===== src/pmrs_consts.svh =====
// constants of the reset/sleep state controller: offsets, fields, reset values, times
// assumes a 100 MHz core clock; times are kept in their own units and turned into cycles
`ifndef PMRS_CONSTS_SVH
`define PMRS_CONSTS_SVH

`define PMRS_CLK_PERIOD_NS 10
`define PMRS_US_NS 1000
`define PMRS_US_PER_MS 1000
`define PMRS_SW_HALF_NS 227
`define PMRS_SOFTSTART_MS 1
`define PMRS_MAX_DELAY_MS 75
`define PMRS_OCP_HITS 32
`define PMRS_HICCUP_MS 8
`define PMRS_SAFE_TIMEOUT_MS 16

`define PMRS_OFF_CTRL 8'h00
`define PMRS_OFF_HOLD 8'h04
`define PMRS_OFF_SLEEP 8'h08
`define PMRS_OFF_ROUTE 8'h0C
`define PMRS_OFF_DELAY 8'h10
`define PMRS_OFF_WINDOW 8'h14
`define PMRS_OFF_VSET 8'h18
`define PMRS_OFF_STATUS 8'h1C

`define PMRS_CTRL_LPA 0
`define PMRS_CTRL_DIS_LSB 1
`define PMRS_CTRL_OVSEL_LSB 8
`define PMRS_CTRL_UVSEL_LSB 10
`define PMRS_SLEEP_BLANK_LSB 8
`define PMRS_SLEEP_DEGL_LSB 16
`define PMRS_ROUTE_WD 5

`define PMRS_MASK_CTRL 32'h0000_0F3F
`define PMRS_MASK_HOLD 32'h0000_00FF
`define PMRS_MASK_SLEEP 32'h00FF_FF0F
`define PMRS_MASK_ROUTE 32'h0000_003F
`define PMRS_MASK_WINDOW 32'h0000_FFFF
`define PMRS_MASK_VSET 32'h0000_1F1F

`define PMRS_RST_CTRL 32'h0000_0000
`define PMRS_RST_HOLD 32'h0000_000A
`define PMRS_RST_SLEEP 32'h0014_1400
`define PMRS_RST_ROUTE 32'h0000_003F
`define PMRS_RST_DELAY 32'h0000_0000
`define PMRS_RST_WINDOW 32'h0000_0000
`define PMRS_RST_VSET 32'h0000_0808

`endif


===== src/pmrs_pkg.sv =====
// types of the reset/sleep state controller
// used by the controller top only
package pmrs_pkg;
   typedef enum logic [3:0] {
      ST_OFF,
      ST_POWERUP,
      ST_NORMAL,
      ST_RESET,
      ST_SLEEP,
      ST_RECOVER,
      ST_RECOVERY_RESET,
      ST_SAFE_SHUTDOWN,
      ST_HICCUP
   } pmrs_state_type;
endpackage


===== src/pmrs_top.sv =====
// reset, sleep and protection state controller for a five-rail supply, with APB registers
// assumes analog flags and pins are asynchronous levels; the core clock runs at 100 MHz
//
// The register addresses and the APB register port were left to the implementer.
`timescale 1ns/10ps
`default_nettype none
`include "pmrs_consts.svh"

module pmrs_top
   import pmrs_pkg::*;
#(
   parameter int US_CYCLES = `PMRS_US_NS / `PMRS_CLK_PERIOD_NS,
   parameter int US_PER_MS = `PMRS_US_PER_MS
)
(
   input wire logic CLOCK,
   input wire logic ARST_N,
   input wire logic PSEL,
   input wire logic PENABLE,
   input wire logic PWRITE,
   input wire logic [7:0] PADDR,
   input wire logic [31:0] PWDATA,
   output logic [31:0] PRDATA,
   output logic PREADY,
   output logic PSLVERR,
   input wire logic [4:0] RAIL_WINDOW_FAULT,
   input wire logic [4:0] RAIL_SEVERE_OV,
   input wire logic [4:0] RAIL_SEVERE_UV,
   input wire logic [4:0] RAIL_PEAK_LIMIT,
   input wire logic [4:0] RAIL_CYCLE_TICK,
   input wire logic WATCHDOG_FAIL,
   input wire logic OVER_TEMP,
   input wire logic VIN_ABOVE_RISE,
   input wire logic VIN_BELOW_FALL,
   input wire logic EN_ABOVE_ON,
   input wire logic EN_BELOW_OFF,
   input wire logic REG_SUPPLY_OV,
   input wire logic SLEEP_REQUEST_N,
   output logic SYSTEM_RESET_OUT_O,
   output logic SYSTEM_RESET_OUT_OE_N,
   output logic [4:0] RAIL_ENABLE,
   output logic [4:0] RAIL_DISCHARGE,
   output logic [4:0] RAIL_SWITCH_STOP,
   output logic WATCHDOG_RESTART,
   output logic [4:0] CORE_RAIL_A_VSET,
   output logic [4:0] CORE_RAIL_B_VSET,
   output logic CORE_RAIL_A_PHASE,
   output logic CORE_RAIL_B_PHASE,
   output logic [1:0] SEVERE_OVER_LIMIT_SEL,
   output logic [1:0] SEVERE_UNDER_LIMIT_SEL,
   output logic [7:0] RAIL_WINDOW_CFG_A,
   output logic [7:0] RAIL_WINDOW_CFG_B
);

   localparam int NSYNC = 33;
   localparam int SW_HALF = `PMRS_SW_HALF_NS / `PMRS_CLK_PERIOD_NS;

   // synchronisers; only the second stage is ever read
   logic [NSYNC-1:0] sync1_r, sync2_r;
   always_ff @(posedge CLOCK or negedge ARST_N)
   begin
      if (!ARST_N)
      begin
         sync1_r <= '0;
         sync2_r <= '0;
      end
      else
      begin
         sync1_r <= {SLEEP_REQUEST_N, REG_SUPPLY_OV, EN_BELOW_OFF, EN_ABOVE_ON,
                     VIN_BELOW_FALL, VIN_ABOVE_RISE, OVER_TEMP, WATCHDOG_FAIL,
                     RAIL_CYCLE_TICK, RAIL_PEAK_LIMIT, RAIL_SEVERE_UV, RAIL_SEVERE_OV,
                     RAIL_WINDOW_FAULT};
         sync2_r <= sync1_r;
      end
   end

   logic [4:0] win_s, sov_s, suv_s, peak_s, tick_s;
   logic wd_fail_s, ot_s, vin_hi_s, vin_lo_s, en_hi_s, en_lo_s, vreg_ov_s, sleep_n_s;
   assign win_s = sync2_r[4:0];
   assign sov_s = sync2_r[9:5];
   assign suv_s = sync2_r[14:10];
   assign peak_s = sync2_r[19:15];
   assign tick_s = sync2_r[24:20];
   assign {sleep_n_s, vreg_ov_s, en_lo_s, en_hi_s, vin_lo_s, vin_hi_s, ot_s, wd_fail_s} =
      sync2_r[32:25];

   // registers
   logic [31:0] ctrl_r, hold_r, sleep_r, route_r, delay_r, window_r, vset_r;
   logic [31:0] status;
   logic [31:0] rdata_nxt;
   logic hit, wr_en;
   pmrs_state_type state_r, state_nxt;

   assign wr_en = PSEL && PENABLE && PWRITE && PREADY;

   always_comb
   begin
      hit = 1'b1;
      rdata_nxt = 32'h0000_0000;
      if (PADDR == `PMRS_OFF_CTRL) rdata_nxt = ctrl_r;
      else if (PADDR == `PMRS_OFF_HOLD) rdata_nxt = hold_r;
      else if (PADDR == `PMRS_OFF_SLEEP) rdata_nxt = sleep_r;
      else if (PADDR == `PMRS_OFF_ROUTE) rdata_nxt = route_r;
      else if (PADDR == `PMRS_OFF_DELAY) rdata_nxt = delay_r;
      else if (PADDR == `PMRS_OFF_WINDOW) rdata_nxt = window_r;
      else if (PADDR == `PMRS_OFF_VSET) rdata_nxt = vset_r;
      else if (PADDR == `PMRS_OFF_STATUS) rdata_nxt = status;
      else hit = 1'b0;
   end

   // zero-wait slave: ready rises for the access phase that follows each setup
   always_ff @(posedge CLOCK or negedge ARST_N)
   begin
      if (!ARST_N)
      begin
         PREADY <= 1'b0;
         PSLVERR <= 1'b0;
         PRDATA <= 32'h0000_0000;
      end
      else
      begin
         PREADY <= PSEL && !PENABLE;
         if (PSEL && !PENABLE)
         begin
            PSLVERR <= !hit || (PWRITE && PADDR == `PMRS_OFF_STATUS);
            PRDATA <= PWRITE ? 32'h0000_0000 : rdata_nxt;
         end
      end
   end

   function automatic logic [7:0] clamp_delay(input logic [7:0] v);
      clamp_delay = (v > 8'(`PMRS_MAX_DELAY_MS)) ? 8'(`PMRS_MAX_DELAY_MS) : {1'b0, v[6:0]};
   endfunction

   always_ff @(posedge CLOCK or negedge ARST_N)
   begin
      if (!ARST_N)
      begin
         hold_r <= `PMRS_RST_HOLD;
         sleep_r <= `PMRS_RST_SLEEP;
         route_r <= `PMRS_RST_ROUTE;
         delay_r <= `PMRS_RST_DELAY;
         window_r <= `PMRS_RST_WINDOW;
         vset_r <= `PMRS_RST_VSET;
      end
      else if (wr_en)
      begin
         if (PADDR == `PMRS_OFF_HOLD) hold_r <= PWDATA & `PMRS_MASK_HOLD;
         else if (PADDR == `PMRS_OFF_SLEEP) sleep_r <= PWDATA & `PMRS_MASK_SLEEP;
         else if (PADDR == `PMRS_OFF_ROUTE) route_r <= PWDATA & `PMRS_MASK_ROUTE;
         else if (PADDR == `PMRS_OFF_DELAY)
            delay_r <= {clamp_delay(PWDATA[31:24]), clamp_delay(PWDATA[23:16]),
                        clamp_delay(PWDATA[15:8]), clamp_delay(PWDATA[7:0])};
         else if (PADDR == `PMRS_OFF_WINDOW) window_r <= PWDATA & `PMRS_MASK_WINDOW;
         else if (PADDR == `PMRS_OFF_VSET) vset_r <= PWDATA & `PMRS_MASK_VSET;
      end
   end

   // sleep permission is spent on every wake, so software must grant it again
   always_ff @(posedge CLOCK or negedge ARST_N)
   begin
      if (!ARST_N)
         ctrl_r <= `PMRS_RST_CTRL;
      else if (wr_en && PADDR == `PMRS_OFF_CTRL)
         ctrl_r <= PWDATA & `PMRS_MASK_CTRL;
      else if (state_r == ST_SLEEP && state_nxt != ST_SLEEP)
         ctrl_r[`PMRS_CTRL_LPA] <= 1'b0;
   end

   logic low_power_allow;
   logic [4:0] bus_dis;
   logic [3:0] sleep_rail_select_cfg;
   logic [7:0] blank_us, degl_us, reset_hold_time_cfg;
   logic [5:0] fault_to_reset_routing;
   assign low_power_allow = ctrl_r[`PMRS_CTRL_LPA];
   assign bus_dis = ctrl_r[`PMRS_CTRL_DIS_LSB +: 5];
   assign sleep_rail_select_cfg = sleep_r[3:0];
   assign blank_us = sleep_r[`PMRS_SLEEP_BLANK_LSB +: 8];
   assign degl_us = sleep_r[`PMRS_SLEEP_DEGL_LSB +: 8];
   assign reset_hold_time_cfg = hold_r[7:0];
   assign fault_to_reset_routing = route_r[5:0];

   // time base: microsecond and millisecond ticks from clock cycles
   logic [15:0] us_cnt_r, ms_cnt_r;
   logic us_tick, ms_tick;
   assign us_tick = (us_cnt_r == 16'(US_CYCLES - 1));
   assign ms_tick = us_tick && (ms_cnt_r == 16'(US_PER_MS - 1));
   always_ff @(posedge CLOCK or negedge ARST_N)
   begin
      if (!ARST_N)
      begin
         us_cnt_r <= 16'h0000;
         ms_cnt_r <= 16'h0000;
      end
      else if (state_nxt != state_r)
      begin
         // restart with each state, else hold and soft-start times fall short by up to 1ms
         us_cnt_r <= 16'h0000;
         ms_cnt_r <= 16'h0000;
      end
      else
      begin
         us_cnt_r <= us_tick ? 16'h0000 : us_cnt_r + 16'h0001;
         if (us_tick)
            ms_cnt_r <= ms_tick ? 16'h0000 : ms_cnt_r + 16'h0001;
      end
   end

   // enable with hysteresis between the rising and falling comparators
   logic enabled_r;
   always_ff @(posedge CLOCK or negedge ARST_N)
   begin
      if (!ARST_N)
         enabled_r <= 1'b0;
      else if (vin_lo_s || en_lo_s)
         enabled_r <= 1'b0;
      else if (vin_hi_s && en_hi_s)
         enabled_r <= 1'b1;
   end

   // sleep request filters, counted in microseconds
   logic [7:0] low_us_r, high_us_r;
   always_ff @(posedge CLOCK or negedge ARST_N)
   begin
      if (!ARST_N)
      begin
         low_us_r <= 8'h00;
         high_us_r <= 8'h00;
      end
      else
      begin
         if (sleep_n_s) low_us_r <= 8'h00;
         else if (us_tick && low_us_r != 8'hFF) low_us_r <= low_us_r + 8'h01;
         if (!sleep_n_s) high_us_r <= 8'h00;
         else if (us_tick && high_us_r != 8'hFF) high_us_r <= high_us_r + 8'h01;
      end
   end

   // per-rail sequencing, peak-limit counting and discharge
   logic [7:0] seq_ms_r, tmr_ms_r;
   logic [4:0] rail_en_r, rail_up, ss_done, ocp_r, discharge_r, stop_r;
   logic [3:0] rail_ms_r [5];
   logic [5:0] ocp_cnt_r [5];
   logic [4:0] tick_d_r, rail_en_nxt;
   logic run_state, seq_state, severe_state;

   assign run_state = (state_r == ST_POWERUP) || (state_r == ST_NORMAL) ||
                      (state_r == ST_RESET) || (state_r == ST_SLEEP) ||
                      (state_r == ST_RECOVER) || (state_r == ST_RECOVERY_RESET);
   assign seq_state = (state_r == ST_POWERUP) || (state_r == ST_RECOVER) ||
                      (state_r == ST_RECOVERY_RESET);
   assign severe_state = (state_r == ST_SAFE_SHUTDOWN) || (state_r == ST_HICCUP);

   genvar gi;
   generate
      for (gi = 0; gi < 5; gi++)
      begin : g_rail
         logic keep, start_ok;
         if (gi == 0)
         begin : g_main
            assign keep = 1'b1;
            assign start_ok = 1'b1;
         end
         else
         begin : g_sub
            assign keep = (state_r != ST_SLEEP) || sleep_rail_select_cfg[gi-1];
            assign start_ok = (state_r == ST_NORMAL) || (state_r == ST_RESET) ||
               (seq_ms_r >= 8'(`PMRS_SOFTSTART_MS) + delay_r[8*(gi-1) +: 8]);
         end
         assign rail_en_nxt[gi] = run_state && !bus_dis[gi] && keep &&
                                  (rail_en_r[gi] || start_ok);
         assign ss_done[gi] = rail_en_r[gi] && rail_ms_r[gi] >= 4'(`PMRS_SOFTSTART_MS);
         assign rail_up[gi] = bus_dis[gi] || (ss_done[gi] && !win_s[gi]);

         always_ff @(posedge CLOCK or negedge ARST_N)
         begin
            if (!ARST_N)
            begin
               rail_en_r[gi] <= 1'b0;
               rail_ms_r[gi] <= 4'h0;
               ocp_cnt_r[gi] <= 6'h00;
               ocp_r[gi] <= 1'b0;
               discharge_r[gi] <= 1'b0;
               stop_r[gi] <= 1'b0;
               tick_d_r[gi] <= 1'b0;
            end
            else
            begin
               rail_en_r[gi] <= rail_en_nxt[gi];
               if (!rail_en_nxt[gi]) rail_ms_r[gi] <= 4'h0;
               else if (ms_tick && rail_ms_r[gi] != 4'hF)
                  rail_ms_r[gi] <= rail_ms_r[gi] + 4'h1;
               tick_d_r[gi] <= tick_s[gi];
               if (!rail_en_r[gi]) ocp_cnt_r[gi] <= 6'h00;
               else if (tick_s[gi] && !tick_d_r[gi])
                  ocp_cnt_r[gi] <= peak_s[gi] ? ocp_cnt_r[gi] + 6'h01 : 6'h00;
               // latched until the restart leaves safe shutdown
               if (ocp_cnt_r[gi] == 6'(`PMRS_OCP_HITS)) ocp_r[gi] <= 1'b1;
               else if (state_r == ST_SAFE_SHUTDOWN && state_nxt != ST_SAFE_SHUTDOWN)
                  ocp_r[gi] <= 1'b0;
               stop_r[gi] <= ocp_r[gi] || ot_s || !rail_en_nxt[gi];
               discharge_r[gi] <= !rail_en_nxt[gi] && (severe_state || bus_dis[gi]);
            end
         end
      end
   endgenerate

   // events
   logic [4:0] win_evt;
   logic reset_evt, severe_evt, safe_evt, all_up, released_r, hold_done;
   assign win_evt = win_s & ss_done & fault_to_reset_routing[4:0];
   assign reset_evt = (|win_evt) ||
      (wd_fail_s && fault_to_reset_routing[`PMRS_ROUTE_WD]);
   assign severe_evt = |((sov_s & rail_en_r) | (suv_s & ss_done));
   // a latched peak-limit trip is served by the shutdown and must not block its exit
   assign safe_evt = ((|ocp_r) && state_r != ST_SAFE_SHUTDOWN) || ot_s ||
      vreg_ov_s;
   assign all_up = &rail_up;
   assign hold_done = tmr_ms_r >= reset_hold_time_cfg;

   always_comb
   begin
      state_nxt = state_r;
      if (!enabled_r)
         state_nxt = ST_OFF;
      else if (safe_evt && state_r != ST_SAFE_SHUTDOWN)
         state_nxt = ST_SAFE_SHUTDOWN;
      else if (severe_evt && run_state)
         state_nxt = ST_HICCUP;
      else
      begin
         case (state_r)
            ST_OFF:
               state_nxt = ST_POWERUP;
            ST_POWERUP:
               if (all_up) state_nxt = ST_NORMAL;
            ST_NORMAL:
               if (reset_evt) state_nxt = ST_RESET;
               else if (released_r && low_power_allow && low_us_r > blank_us)
                  state_nxt = ST_SLEEP;
            ST_RESET:
               if (hold_done && !reset_evt) state_nxt = ST_NORMAL;
            ST_SLEEP:
               if (wd_fail_s) state_nxt = ST_RECOVERY_RESET;
               else if (high_us_r > degl_us) state_nxt = ST_RECOVER;
            ST_RECOVER:
               if (reset_evt) state_nxt = ST_RECOVERY_RESET;
               else if (all_up) state_nxt = ST_NORMAL;
            ST_RECOVERY_RESET:
               if (hold_done && !reset_evt) state_nxt = ST_RECOVER;
            ST_SAFE_SHUTDOWN:
               if (!safe_evt && tmr_ms_r >= 8'(`PMRS_SAFE_TIMEOUT_MS))
                  state_nxt = ST_POWERUP;
            ST_HICCUP:
               if (tmr_ms_r >= 8'(`PMRS_HICCUP_MS)) state_nxt = ST_POWERUP;
            default:
               state_nxt = ST_OFF;
         endcase
      end
   end

   always_ff @(posedge CLOCK or negedge ARST_N)
   begin
      if (!ARST_N)
      begin
         state_r <= ST_OFF;
         tmr_ms_r <= 8'h00;
         seq_ms_r <= 8'h00;
      end
      else
      begin
         state_r <= state_nxt;
         if (state_nxt != state_r) tmr_ms_r <= 8'h00;
         else if (ms_tick && tmr_ms_r != 8'hFF) tmr_ms_r <= tmr_ms_r + 8'h01;
         // recover starts the delays as if the main rail had just finished soft start
         if (state_nxt == ST_RECOVER && state_r == ST_SLEEP)
            seq_ms_r <= 8'(`PMRS_SOFTSTART_MS);
         else if (!seq_state && state_nxt == ST_POWERUP)
            seq_ms_r <= 8'h00;
         else if (ms_tick && seq_ms_r != 8'hFF)
            seq_ms_r <= seq_ms_r + 8'h01;
      end
   end

   // release after a power-up is delayed by the hold time once normal is reached
   always_ff @(posedge CLOCK or negedge ARST_N)
   begin
      if (!ARST_N)
         released_r <= 1'b0;
      else if (!run_state || state_r == ST_POWERUP)
         released_r <= 1'b0;
      else if (state_r != ST_NORMAL || hold_done)
         released_r <= 1'b1;
   end

   logic reset_assert;
   // entry from power-up keeps the pin low until the hold time has run in normal
   assign reset_assert = (state_nxt == ST_NORMAL) ? !(released_r ||
                          (state_r != ST_NORMAL && state_r != ST_POWERUP) ||
                          (state_r == ST_NORMAL && hold_done)) :
                         !((state_nxt == ST_SLEEP) || (state_nxt == ST_RECOVER));

   always_ff @(posedge CLOCK or negedge ARST_N)
   begin
      if (!ARST_N)
      begin
         SYSTEM_RESET_OUT_O <= 1'b0;
         SYSTEM_RESET_OUT_OE_N <= 1'b0;
         WATCHDOG_RESTART <= 1'b0;
      end
      else
      begin
         SYSTEM_RESET_OUT_O <= 1'b0;
         // open drain: enable low pulls the pin low, release leaves it to the pull-up
         SYSTEM_RESET_OUT_OE_N <= !reset_assert;
         WATCHDOG_RESTART <= (state_r == ST_RESET) && (state_nxt == ST_NORMAL);
      end
   end

   // core rail clocks; b is the complement of a so they stay 180 degrees apart
   logic [7:0] sw_cnt_r;
   logic phase_a_nxt;
   assign phase_a_nxt = (sw_cnt_r == 8'(SW_HALF - 1)) ? !CORE_RAIL_A_PHASE : CORE_RAIL_A_PHASE;
   always_ff @(posedge CLOCK or negedge ARST_N)
   begin
      if (!ARST_N)
      begin
         sw_cnt_r <= 8'h00;
         CORE_RAIL_A_PHASE <= 1'b0;
         CORE_RAIL_B_PHASE <= 1'b1;
      end
      else
      begin
         sw_cnt_r <= (sw_cnt_r == 8'(SW_HALF - 1)) ? 8'h00 : sw_cnt_r + 8'h01;
         CORE_RAIL_A_PHASE <= phase_a_nxt;
         CORE_RAIL_B_PHASE <= !phase_a_nxt;
      end
   end

   assign status = {11'h000, released_r, enabled_r, ocp_r, rail_up, rail_en_r, 4'(state_r)};
   assign RAIL_ENABLE = rail_en_r;
   assign RAIL_DISCHARGE = discharge_r;
   assign RAIL_SWITCH_STOP = stop_r;
   assign CORE_RAIL_A_VSET = vset_r[4:0];
   assign CORE_RAIL_B_VSET = vset_r[12:8];
   assign SEVERE_OVER_LIMIT_SEL = ctrl_r[`PMRS_CTRL_OVSEL_LSB +: 2];
   assign SEVERE_UNDER_LIMIT_SEL = ctrl_r[`PMRS_CTRL_UVSEL_LSB +: 2];
   assign RAIL_WINDOW_CFG_A = window_r[7:0];
   assign RAIL_WINDOW_CFG_B = window_r[15:8];

endmodule
`default_nettype wire


===== config.mk =====
export PLATFORM = sky130hd
export DESIGN_NAME = pmrs_top
export DESIGN_NICKNAME = d
export VERILOG_FILES = /design/src/pmrs_pkg.sv /design/src/pmrs_top.sv
export VERILOG_INCLUDE_DIRS = /design/src /design/src/src
export SDC_FILE = /design/constraint.sdc
export NUM_CORES = 1
export LEC_CHECK = 0
export BUFFER_PORTS_ARGS = -buffer_cell sky130_fd_sc_hd__buf_2
export CORE_MARGIN = 2
export CORE_UTILIZATION = 35
export CTS_BUF_LIST = sky130_fd_sc_hd__clkbuf_2
export DETAILED_ROUTE_END_ITERATION = 7
export PLACE_DENSITY_LB_ADDON = 0.2
export SYNTH_ARGS = -nofsm -noshare
export SYNTH_HDL_FRONTEND = slang
export SYNTH_SLANG_ARGS = --single-unit

===== constraint.sdc =====
create_clock -name CLOCK -period 3.5 [get_ports CLOCK]
set_input_delay 0.7 -clock CLOCK [delete_from_list [all_inputs] [get_ports CLOCK]]
set_output_delay 0.7 -clock CLOCK [all_outputs]
set_load 0.005 [all_outputs]

==> metrics.md <==
| Metric | Value |
|---|---|
| Gpl congestion | 0.938 |
| Slew Limit Headroom | about 44% |
| Post-synthesis sequential area ratio | 49.9% |
| Routed Antenna Nets | 0 |
| Synth area leader | dfrtp_1 |
| Post-DP HPWL | between 30000 and 40000 um |
| Hold Path Class | in -> reg |
| # clock sinks | 354 |
| CTS tree | done |
| Post-synth top area share | 47.7% |
| Tot GR Track Use | 20.8% |
| Pin count of the biggest net entering global routing | between 80 and 90 |
| Mapped Cells | 1733 |
| Drt total wl | 53900 um |
| Register bit count reported by yosys | 354 |
| Crit-path max FO | 8 |
| Total grt overflow | 0 |
| Cells along the critical path | inv_1 -> ha_1 -> or4b_1 -> a32o_1 -> nor4_4 -> and2_4 -> o31ai_4 -> a41oi_1 -> nor4bb_2 -> buf_4 -> a21oi_1 |
| Flop pwr share | 52.6% |
| Synth-to-layout area growth | 21.4% |
| Die Span Y | 229 um |
| Clk_lat worst skew | 1120 ps |
| Most used DFF post-synth | dfrtp_1 |
| MaxCap Viol Count | 0 |
| Synth cell count leaders | dfrtp_1, nand2_1, nor2_1 |
| Final Hold Vio Count | 0 |
| Ratio of cells with drive above 1 in the final layout | 23.1% |
| Top-count cell post-synth | dfrtp_1 |
| Cell area after synthesis | 17800 um^2 |
| Peak supply drop | between 0.2 and 0.25 mV |
| Core Area | 50200 um^2 |
| Hold_ws | between 200 and 250 ps |
| Initial antenna violation count | 2 |
| Synthesized area per cell | 10.3 um^2 |
| CTS max path bufs | 3 |
| Psw | 2240 uW |
| Drt first pass iters | 5 |
| Share of synthesized flip-flops with an asynchronous set or reset | 100% |
| Number of synthesized flops with an enable pin | 0 |
| Distinct cells, synth | 70 |
| CTS buffer count | 100 |
| Worst slew pin tran | 840 ps |
| Starting density of the core | 35.5% |
| Setup violations, final | 0 |
| Critical Path AT | roughly 4300 ps |
| Slowest cell on the critical path | or4b_1 |
| Switch share | 27.9% |
| Num rows | 82 |
| Htree depth | 3 |
| Clk_skew | 151 ps |
| Power per cell area | 371 nW/um^2 |
| Layout net count | 2248 |
| Routed vias | 14316 |
| Vias in the first global route | 14664 |
| Yosys warns | 0 |
| First-pass GRT wire length | about 84000 um |
| F_max | 0.298 GHz |
| Number of remaining DRC errors | 0 |
| Non-filler instance count after layout | 2828 |
| Clock transition at the registers of the reported paths | approximately 100 ps |
| Critical path data required time | between 4000 and 5000 ps |
| Crit. End Element | register |
| Final Cycle Share | a little over nine tenths |
| Final max-slew violation count | 0 |
| Vias per inst | 5.06 |
| Die area | 52600 um^2 |
| Crit start category | register |
| Clock power share | 40.6% |
| Internal | 5780 uW |
| Leakage | approximately 0.011 uW |
| Synth area leaders | dfrtp_1, ha_1, mux2_2, nand2_1, nor2_1 |
| Critical path's largest stage delay | 550 ps |
| Port buffer count | 159 |
| Wire per inst | 19.1 um |
| Die Span X | 229 um |
| Dpl cells | 2562 |
| Status | finished, final reports clean |
| Initial DRC Count | 996 |
| Tmin final | 3350 ps |
| Io pins | 162 |
| CTS root buffer | clkbuf_2 |
| Combinational power share | 6.8% |
| CP Class | reg -> reg |
==> flip-flops by register name, summed over array words and instances (netlist names), 20 cells and up <==
register,cells
ocp_cnt_r,30
delay_r,28
sync1_r,33
sync2_r,33
rail_ms_r,20
sleep_r,20
PRDATA,31
==> critical path, delay by kind of cell, from the launching register on <==
| family | cells | cell delay, ps |
|---|---|---|
| DFF | 1 | 410 |
| buffers and inverters | 2 | 310 |
| AOI/OAI and AO/OA | 4 | 840 |
| and+or+nand+nor | 4 | 1520 |
| adders and majority gates | 1 | 170 |
==> kinds of logic after synthesis <==
logic type | after synthesis | share of synthesized area [%]
mux | 102 | 6.62
buf+inv | 159 | 3.58
simple gates | 647 | 18.3
fa+ha+maj | 94 | 6.61
xor+xnor | 90 | 4.43
compound gates | 286 | 10.5
other cells | 1 | 0.0211
flops | 354 | 49.9
==> per-layer routing <==
metal	share of wire, %	wire [um]	vias to the layer above	global-route usage [%]
li1	-	-	6830	-
met1	45	24400	7019	27.5
met2	47	25300	366	33.4
met3	4.3	2340	101	3.62
met4	3.4	1850	0	9.25
met5	0	0	-	0
==> final timing paths <==
kind	startpoint	endpoint	slack [ps]	depth (start not counted)
worst max-delay path	rail_ms_r[17]$_DFFE_PN0P_	seq_ms_r[0]$_DFFE_PN0P_	150	11
worst min-delay path	PADDR[7]	PRDATA[7]$_DFFE_PN0P_	240	5
worst max register to register	rail_ms_r[17]$_DFFE_PN0P_	seq_ms_r[0]$_DFFE_PN0P_	150	11
worst min register to register	sync1_r[9]$_DFF_PN0_	sync2_r[9]$_DFF_PN0_	340	0
max in group asynchronous	ARST_N	sleep_r[10]$_DFFE_PN1P_	1760	4
min in group asynchronous	ARST_N	us_cnt_r[7]$_DFF_PN0_	700	3
==> cell usage in the layout, fill, tap and decap left out, drive strengths merged, types with 75 or more instances in the layout <==
cell         instances
inv                 90
nand2              169
dlygate4sd3         80
nor3                87
ha                  94
nand3               75
nor2               121
buf                230
clkbuf             143
dfrtp              339
o21ai               83
==> power groups by stage <==
stage / sequential (uW) / combinational [uW] / clock (uW)
after global placement: 4300 / 472 / 0
final: 4220 / 545 / 3260
after floorplan: 4280 / 207 / 0
after global routing: 4230 / 604 / 3630
after detailed placement: 4300 / 475 / 0
after CTS: 4220 / 544 / 3400
==> final cells by class <==
class	count	area (um^2)
well taps	672	841
repair buffers	310	2230
diodes	3	7.51
clock buffers	143	716
multi-input cells	1221	8340
inverters	89	334
fillers	4854	28600
clock inverters	36	259
flip-flops and latches	354	8880
==> per-stage QoR <==
stage	utilization [%]	power, uW	instance area, um^2	setup TNS [ps]	setup slack, ps
4_1_cts	42.9	8170	21500	0	33.0
3_3_place_gp	39.4	4770	19800	0	82.4
5_1_grt	43.1	8470	21600	-8.83	-5.53
3_5_place_dp	39.4	4780	19800	0	6.11
6_report	43.1	8030	21600	0	145
2_1_floorplan	-	4480	17800	0	617
==> repair_timing <==
| action | 4_1_cts | 5_1_grt |
|---|---|---|
| setup endpoints to repair | 11 | 34 |
| pin swaps | 0 | 1 |
| hold buffers | 80 | 0 |
| setup buffers | 0 | 4 |
| hold endpoints to repair | 319 | 0 |
| gates resized for setup | 1 | 5 |
No activity file was read; power rests on OpenSTA's default activity.
